<file path="src/hdl/fovb_cfg.svh">
`ifndef FOVB_CFG_SVH
`define FOVB_CFG_SVH

// ************************************
// register offsets
// ************************************
`define FOVB_FAST_OCP_OFFSET 8'h27
`define FOVB_VS_GAIN_OFFSET 8'h28
`define FOVB_SHARE_BW_OFFSET 8'h29

// ************************************
// reset values
// ************************************
`define FOVB_FAST_OCP_RESET 8'h00
`define FOVB_VS_GAIN_RESET 8'h00
`define FOVB_SHARE_BW_RESET 8'h00
`define FOVB_UNMAPPED_READ 8'h00

// ************************************
// timing
// ************************************
`define FOVB_CLK_MHZ 20
`define FOVB_DEB1_NS 40
`define FOVB_DEB2_NS 80
`define FOVB_DEB3_NS 120
`define FOVB_BLANK_NS 150
// least times round up to whole clock cycles
`define FOVB_NS_TO_CYC(ns) (((ns) * `FOVB_CLK_MHZ + 999) / 1000)
`define FOVB_DEB1_CYC 3'(`FOVB_NS_TO_CYC(`FOVB_DEB1_NS))
`define FOVB_DEB2_CYC 3'(`FOVB_NS_TO_CYC(`FOVB_DEB2_NS))
`define FOVB_DEB3_CYC 3'(`FOVB_NS_TO_CYC(`FOVB_DEB3_NS))
`define FOVB_BLANK_CYC 3'(`FOVB_NS_TO_CYC(`FOVB_BLANK_NS))
`define FOVB_VS_SETTLE_SLOW_MS 700
`define FOVB_VS_SETTLE_FAST_MS 10
`define FOVB_CONSEC_MAX 4'h8

`endif

</file>
<file path="src/hdl/fovb_pkg.sv">
package fovb_pkg;

   typedef struct packed {
      logic [1:0] debounce;
      logic vsb_enable;
      logic ocp_bypass;
      logic const_current;
      logic vsb_blank;
      logic [1:0] timeout;
   } fovb_ocp_cfg_s;

   typedef struct packed {
      logic [5:0] reserved;
      logic [1:0] gain;
   } fovb_vs_gain_s;

   typedef struct packed {
      logic [2:0] reserved;
      logic bit_stream;
      logic share_sel_primary;
      logic [2:0] bandwidth;
   } fovb_share_cfg_s;

   typedef enum logic [0:0] {
      FOVB_RUN = 1'b0,
      FOVB_CUT = 1'b1
   } fovb_pwm_state_e;

endpackage

</file>
<file path="src/hdl/fovb_config.sv">
`timescale 1ns/10ps
`default_nettype none
`include "fovb_cfg.svh"

module fovb_config (
   input wire logic core_clk,
   input wire logic rst_b,
   input wire logic [7:0] reg_addr,
   input wire logic [7:0] reg_wdata,
   input wire logic reg_wr,
   input wire logic reg_rd,
   output logic [7:0] reg_rdata,
   input wire logic cycle_start,
   input wire logic [3:0] pwm_in,
   input wire logic primary_current_sense_over,
   input wire logic flag_input_pin,
   input wire logic primary_current_sense_stream,
   input wire logic secondary_current_sense_stream,
   input wire logic digital_share_bus,
   input wire logic signed [7:0] vs_error,
   output logic [3:0] pwm_out,
   output logic signed [15:0] bridge_output_b_adjust,
   output logic signed [15:0] bridge_output_d_adjust,
   output logic fast_ocp_flag,
   output logic share_output_pin,
   output logic share_sel_primary,
   output logic [2:0] share_bandwidth,
   output logic [6:0] vs_gain_factor
);

   // ************************************
   // register file
   // ************************************
   fovb_pkg::fovb_ocp_cfg_s ocp_cfg_reg;
   fovb_pkg::fovb_vs_gain_s vs_gain_reg;
   fovb_pkg::fovb_share_cfg_s share_cfg_reg;

   always_ff @(posedge core_clk or negedge rst_b) begin
      if (!rst_b) begin
         ocp_cfg_reg <= `FOVB_FAST_OCP_RESET;
         vs_gain_reg <= `FOVB_VS_GAIN_RESET;
         share_cfg_reg <= `FOVB_SHARE_BW_RESET;
      end else if (reg_wr) begin
         case (reg_addr)
            `FOVB_FAST_OCP_OFFSET: begin
               ocp_cfg_reg <= reg_wdata;
            end
            `FOVB_VS_GAIN_OFFSET: begin
               vs_gain_reg <= reg_wdata;
            end
            `FOVB_SHARE_BW_OFFSET: begin
               share_cfg_reg <= reg_wdata;
            end
            default: begin
            end
         endcase
      end
   end

   // read data holds between strobes, there is no valid flag
   logic [7:0] reg_rdata_next;

   always_comb begin
      case (reg_addr)
         `FOVB_FAST_OCP_OFFSET: reg_rdata_next = ocp_cfg_reg;
         `FOVB_VS_GAIN_OFFSET: reg_rdata_next = vs_gain_reg;
         `FOVB_SHARE_BW_OFFSET: reg_rdata_next = share_cfg_reg;
         default: reg_rdata_next = `FOVB_UNMAPPED_READ;
      endcase
   end

   always_ff @(posedge core_clk or negedge rst_b) begin
      if (!rst_b) begin
         reg_rdata <= `FOVB_UNMAPPED_READ;
      end else if (reg_rd) begin
         reg_rdata <= reg_rdata_next;
      end
   end

   // ************************************
   // comparator source, blanking, debounce
   // ************************************
   logic ocp_raw;
   logic [3:0] pwm_in_reg;
   logic [2:0] blank_cnt_reg;
   logic [2:0] deb_cnt_reg;
   logic [2:0] deb_need;
   logic ocp_qual;
   logic trip_now;

   assign ocp_raw = ocp_cfg_reg.ocp_bypass ? flag_input_pin : primary_current_sense_over;

   // a sense measurement starts on any pwm rising edge
   always_ff @(posedge core_clk or negedge rst_b) begin
      if (!rst_b) begin
         pwm_in_reg <= 4'h0;
         blank_cnt_reg <= 3'h0;
      end else begin
         pwm_in_reg <= pwm_in;
         if (ocp_cfg_reg.vsb_blank && |(pwm_in & ~pwm_in_reg)) begin
            blank_cnt_reg <= `FOVB_BLANK_CYC;
         end else if (blank_cnt_reg != 3'h0) begin
            blank_cnt_reg <= blank_cnt_reg - 3'h1;
         end
      end
   end

   always_comb begin
      case (ocp_cfg_reg.debounce)
         2'b00: deb_need = 3'h0;
         2'b01: deb_need = `FOVB_DEB1_CYC;
         2'b10: deb_need = `FOVB_DEB2_CYC;
         2'b11: deb_need = `FOVB_DEB3_CYC;
         default: deb_need = 3'h0;
      endcase
   end

   // blanking also covers the edge cycle itself, before the counter loads
   assign ocp_qual = ocp_raw && (blank_cnt_reg == 3'h0)
                     && !(ocp_cfg_reg.vsb_blank && |(pwm_in & ~pwm_in_reg));
   assign trip_now = ocp_qual && (deb_cnt_reg >= deb_need);

   always_ff @(posedge core_clk or negedge rst_b) begin
      if (!rst_b) begin
         deb_cnt_reg <= 3'h0;
      end else if (!ocp_qual) begin
         deb_cnt_reg <= 3'h0;
      end else if (deb_cnt_reg != 3'h7) begin
         deb_cnt_reg <= deb_cnt_reg + 3'h1;
      end
   end

   // ************************************
   // cycle-by-cycle cutoff
   // ************************************
   fovb_pkg::fovb_pwm_state_e pwm_state_reg;
   fovb_pkg::fovb_pwm_state_e pwm_state_next;

   always_comb begin
      case (pwm_state_reg)
         fovb_pkg::FOVB_RUN: begin
            pwm_state_next = trip_now ? fovb_pkg::FOVB_CUT : fovb_pkg::FOVB_RUN;
         end
         fovb_pkg::FOVB_CUT: begin
            // a trip in the first cycle belongs to the new cycle
            if (cycle_start && !trip_now) begin
               pwm_state_next = fovb_pkg::FOVB_RUN;
            end else begin
               pwm_state_next = fovb_pkg::FOVB_CUT;
            end
         end
         default: pwm_state_next = fovb_pkg::FOVB_RUN;
      endcase
   end

   always_ff @(posedge core_clk or negedge rst_b) begin
      if (!rst_b) begin
         pwm_state_reg <= fovb_pkg::FOVB_RUN;
         pwm_out <= 4'h0;
      end else begin
         pwm_state_reg <= pwm_state_next;
         // outputs already low stay low, active ones are gated
         pwm_out <= (pwm_state_next == fovb_pkg::FOVB_CUT) ? 4'h0 : pwm_in;
      end
   end

   // ************************************
   // consecutive-cycle timeout and flag
   // ************************************
   logic cycle_tripped_reg;
   logic [3:0] consec_reg;
   logic [3:0] consec_next;
   logic [3:0] timeout_need;
   // the count stops at eight, the longest timeout, so it cannot wrap

   always_comb begin
      case (ocp_cfg_reg.timeout)
         2'b00: timeout_need = 4'h1;
         2'b01: timeout_need = 4'h2;
         2'b10: timeout_need = 4'h4;
         2'b11: timeout_need = 4'h8;
         default: timeout_need = 4'h1;
      endcase
   end

   always_comb begin
      consec_next = consec_reg;
      if (cycle_start) begin
         if (!cycle_tripped_reg) begin
            consec_next = 4'h0;
         end else if (consec_reg != `FOVB_CONSEC_MAX) begin
            consec_next = consec_reg + 4'h1;
         end
      end
   end

   always_ff @(posedge core_clk or negedge rst_b) begin
      if (!rst_b) begin
         cycle_tripped_reg <= 1'b0;
         consec_reg <= 4'h0;
         fast_ocp_flag <= 1'b0;
      end else begin
         if (cycle_start) begin
            cycle_tripped_reg <= trip_now;
         end else if (trip_now) begin
            cycle_tripped_reg <= 1'b1;
         end
         consec_reg <= consec_next;
         // judged only at a cycle boundary, so rewriting the timeout
         // between cycles cannot move the flag by itself
         if (cycle_start && (consec_next >= timeout_need)) begin
            fast_ocp_flag <= 1'b1;
         end else if (cycle_start && !cycle_tripped_reg) begin
            fast_ocp_flag <= 1'b0;
         end
      end
   end

   // ************************************
   // volt-second balance integrator
   // ************************************
   // gain steps of 4x shift the per-cycle step; 64x ends near 700/10 faster settling
   logic [2:0] vs_shift;
   logic signed [15:0] vs_acc_reg;
   logic signed [15:0] vs_step;
   logic signed [16:0] vs_sum;

   assign vs_shift = {vs_gain_reg.gain, 1'b0};
   assign vs_step = 16'(16'(vs_error) <<< vs_shift);
   assign vs_sum = 17'(vs_acc_reg) + 17'(vs_step);

   always_ff @(posedge core_clk or negedge rst_b) begin
      if (!rst_b) begin
         vs_acc_reg <= 16'h0000;
      end else if (!ocp_cfg_reg.vsb_enable) begin
         vs_acc_reg <= 16'h0000;
      end else if (cycle_start) begin
         // saturate rather than wrap, a wrap would flip the correction
         if (vs_sum > 17'sh0_7FFF) begin
            vs_acc_reg <= 16'sh7FFF;
         end else if (vs_sum < -17'sh0_8000) begin
            vs_acc_reg <= -16'sh8000;
         end else begin
            vs_acc_reg <= vs_sum[15:0];
         end
      end
   end

   always_ff @(posedge core_clk or negedge rst_b) begin
      if (!rst_b) begin
         bridge_output_b_adjust <= 16'h0000;
         bridge_output_d_adjust <= 16'h0000;
         vs_gain_factor <= 7'h01;
      end else begin
         bridge_output_b_adjust <= vs_acc_reg;
         bridge_output_d_adjust <= 16'(-vs_acc_reg);
         vs_gain_factor <= 7'(7'h01 << vs_shift);
      end
   end

   // ************************************
   // share bus selection
   // ************************************
   logic share_stream;

   assign share_stream = share_cfg_reg.share_sel_primary ? primary_current_sense_stream
                                                         : secondary_current_sense_stream;

   always_ff @(posedge core_clk or negedge rst_b) begin
      if (!rst_b) begin
         share_output_pin <= 1'b0;
         share_sel_primary <= 1'b0;
         share_bandwidth <= 3'h0;
      end else begin
         if (share_cfg_reg.bit_stream) begin
            share_output_pin <= share_stream;
         end else begin
            share_output_pin <= digital_share_bus;
         end
         share_sel_primary <= share_cfg_reg.share_sel_primary;
         share_bandwidth <= share_cfg_reg.bandwidth;
      end
   end

endmodule
`default_nettype wire

</file>
<file path="config.mk">
export PLATFORM = sky130hd
export DESIGN_NAME = fovb_config
export DESIGN_NICKNAME = d
export VERILOG_FILES = /design/src/hdl/fovb_pkg.sv /design/src/hdl/fovb_config.sv
export VERILOG_INCLUDE_DIRS = /design/src /design/src/hdl
export SDC_FILE = /design/constraint.sdc
export NUM_CORES = 1
export LEC_CHECK = 0
export BUFFER_PORTS_ARGS = -buffer_cell sky130_fd_sc_hd__buf_2
export CAP_MARGIN = 20
export CORE_ASPECT_RATIO = 1.75
export CORE_MARGIN = 5
export CORE_UTILIZATION = 56
export CTS_CLUSTER_DIAMETER = 40
export CTS_CLUSTER_SIZE = 30
export DETAILED_ROUTE_END_ITERATION = 12
export GPL_TIMING_DRIVEN = 0
export HOLD_SLACK_MARGIN = 0.15
export PLACE_DENSITY = 0.91
export REMOVE_ABC_BUFFERS = 1
export SLEW_MARGIN = 20
export SYNTH_ARGS = -nofsm -noshare
export SYNTH_HDL_FRONTEND = slang
export SYNTH_SLANG_ARGS = --single-unit
</file>
<file path="constraint.sdc">
create_clock -name core_clk -period 3.8 [get_ports core_clk]
set_clock_uncertainty 0.2 [all_clocks]
set_input_delay 0.38 -clock core_clk [delete_from_list [all_inputs] [get_ports core_clk]]
set_output_delay 0.38 -clock core_clk [all_outputs]
set_load 0.005 [all_outputs]
</file>
==> results.tsv <==
metric	value	unit
outcome	finished clean	
cts_buffer_depth	2	
ant_nets	0	
routabilityCongestion	0.959	
drt-pass1-iter-count	5	
wl	13800	µm
drtIter0Drc	230	
clk_latency	350	ps
syn2layout_area_growth	18.9	%
r2r-start	vs_gain_reg[0]	
startpoint	vs_gain_reg[0]	
cts-buffers-inserted	9	
htree_levels	3	
fin_area	6580	µm²
wl_per_cell	18.6	µm
synthArstFlopShare	1.00	
port_buffers	91	
synthSimpleGateAreaFrac	0.123	
synth_top_family_by_area	simple AND/OR/NAND/NOR gates	
switching_power	798	µW
worstPathArrival	3760	ps
synth.cell_area	5530	µm²
pwr-share-comb	0.182	
synth_edf_count	0	
grt_max_degree	89	
synthMuxAreaShare	0.0889	
grt_pass1_wl	22800	µm
whs_endpoint	share_bandwidth[0]	
max_slew.worst_pin.slew	745	ps
synth_top_cell_by_area	dfrtp_1	
gr-usage-met3	0.0407	
hold_violations	0	
synth.avg_cell_area	10.9	µm²
die_w	85.1	µm
use_met2	0.440	
ctsRootBufferMaster	clkbuf_16	
slew_headroom	0.498	
place_hpwl	9730	µm
critPathKind	flip-flop to flip-flop	
synthTopCellsByArea	dfrtp_1, ha_1, a21oi_1	
synth_compound_area_frac	0.116	
period_share	0.973	
drive_gt1_frac	0.246	
die_h	142	µm
seq_power_share	0.472	
final_cell_mix	dfrtp_1, buf_2, a21oi_1	
power.leakage	3.33	nW
core-area	9790	µm²
synthesis.instances	510	
ys.flop_type	dfrtp_1	
worstRegToRegCells	9	
synth_top_area_frac	0.488	
antenna_found_initial	0	
die-area	12000	µm²
route.detailed.drc	0	
min_path_type	flip-flop to flip-flop	
crit_path_end_kind	flip-flop	
rrSetupSlack	100	ps
p_per_area	430	nW/µm²
path_clk_slew	80	ps
yosysSeqAreaShare	0.493	
drv_cap	0	
period_needed	3700	ps
path_max_fanout	17	
switching_share	0.282	
ir_worst_vdd	0.000382	V
synthAdderAreaFrac	0.0956	
p_int	2.03	mW
utilization	0.672	
start_util	0.565	
io-pin-count	95	
critPathLaunchType	flip-flop	
whs	201	ps
post_dp_cell_area	6080	µm²
yosysUniqueCellTypes	59	
clock_sinks	109	
required	3870	ps
setup_slack	104	ps
place_inst	709	
nets	680	
clkPwrFrac	0.346	
hp-start	share_cfg_reg[0]	
hold_depth	0	
ys_warn_count	0	
num_antenna_cells	0	
clock.fmax	271	MHz
row_count	48	
tritoncts	built	
vias	4385	
grt_use_met1	0.250	
drt-vias-per-instance	5.91	
busiest_layer	met2	
r2r-end	vs_acc_reg[3]	
ys_seq_elements	109	
grt_overflow_total	0	
grt_pass1_vias	4676	
final_common_cell	dfrtp_1	
drv_slew	0	
setup-tns-final	0	ps
grt_usage	0.237	
place_ws	5.50	ps
power	2.83	mW
rsz0062_at_grt	false	
setup_viol	0	
finalNonFillerCells	742	
synth-xor-area-share	0.0443	
[synth_stat cells, drive strengths merged (5+ instances only)]
library cell / instances
nand2: 26
inv: 26
mux2: 25
clkbuf: 10
xnor2: 16
maj3: 14
nor3: 7
and3: 6
dfrtp: 108
ha: 29
o21ai: 33
nor2: 38
xor2: 12
mux2i: 18
nand3: 10
nand2b: 5
buf: 10
and2: 9
nor4: 6
a21o: 7
nor2b: 6
a21oi: 52
[layout make-up]
cell class              instances  area [µm²]
clock buffers                   9         225
clock inverters                 7        92.6
fillers                       685        3210
inverters                      26         103
multi-input cells             357        2600
flip-flops and latches        109        2730
well taps                     125         156
repair buffers                109         667
[kinds of logic after synthesis]
group           count (synthesis)
compound gates                113
xor+xnor                       28
fa+ha+maj                      44
buf+inv                        46
flops                         109
mux                            44
other cells                     1
simple gates                  125
[routing by layer]
metal,share of wire,vias up
met5,0,-
met4,0.041,0
met3,0.048,46
met2,0.56,179
met1,0.35,2175
li1,-,1985
[timing repair]
item | in CTS | in global routing
setup endpoints to repair | 6 | 16
gates resized for setup | 1 | 2
pin swaps | 0 | 1
hold buffers | 15 | 0
hold endpoints to repair | 139 | 0
buffers inserted | 0 | 2
[worst max-delay path by stage]
| stage | endpoint | slack (ps) | cells after the start |
|---|---|---|---|
| after global routing | vs_acc_reg[1] | 20 | 9 |
| after detailed placement | vs_acc_reg[3] | 6 | 9 |
| after CTS | vs_acc_reg[10] | 0.9 | 12 |
| after global placement | vs_acc_reg[9] | 110 | 12 |
| final | vs_acc_reg[3] | 100 | 9 |
| after floorplan | vs_acc_reg[0] | 520 | 9 |
[power by group through the flow]
stage | sequential [mW] | clock (mW) | combinational [mW]
3_3_place_gp | 1.35 | 0 | 0.449
6_report | 1.34 | 0.979 | 0.517
3_5_place_dp | 1.36 | 0 | 0.492
4_1_cts | 1.33 | 0.986 | 0.513
5_1_grt | 1.35 | 1.04 | 0.573
2_1_floorplan | 1.35 | 0 | 0.287
[critical path, stage by stage (launching register included)]
cell	delay (ps)
dfrtp_2	590
mux4_2	550
ha_1	390
a21oi_1	110
o21ai_0	290
nand3_1	160
and3_1	200
a211o_1	510
maj3_1	430
a21oi_1	180
No activity file was read; power rests on OpenSTA's default activity.
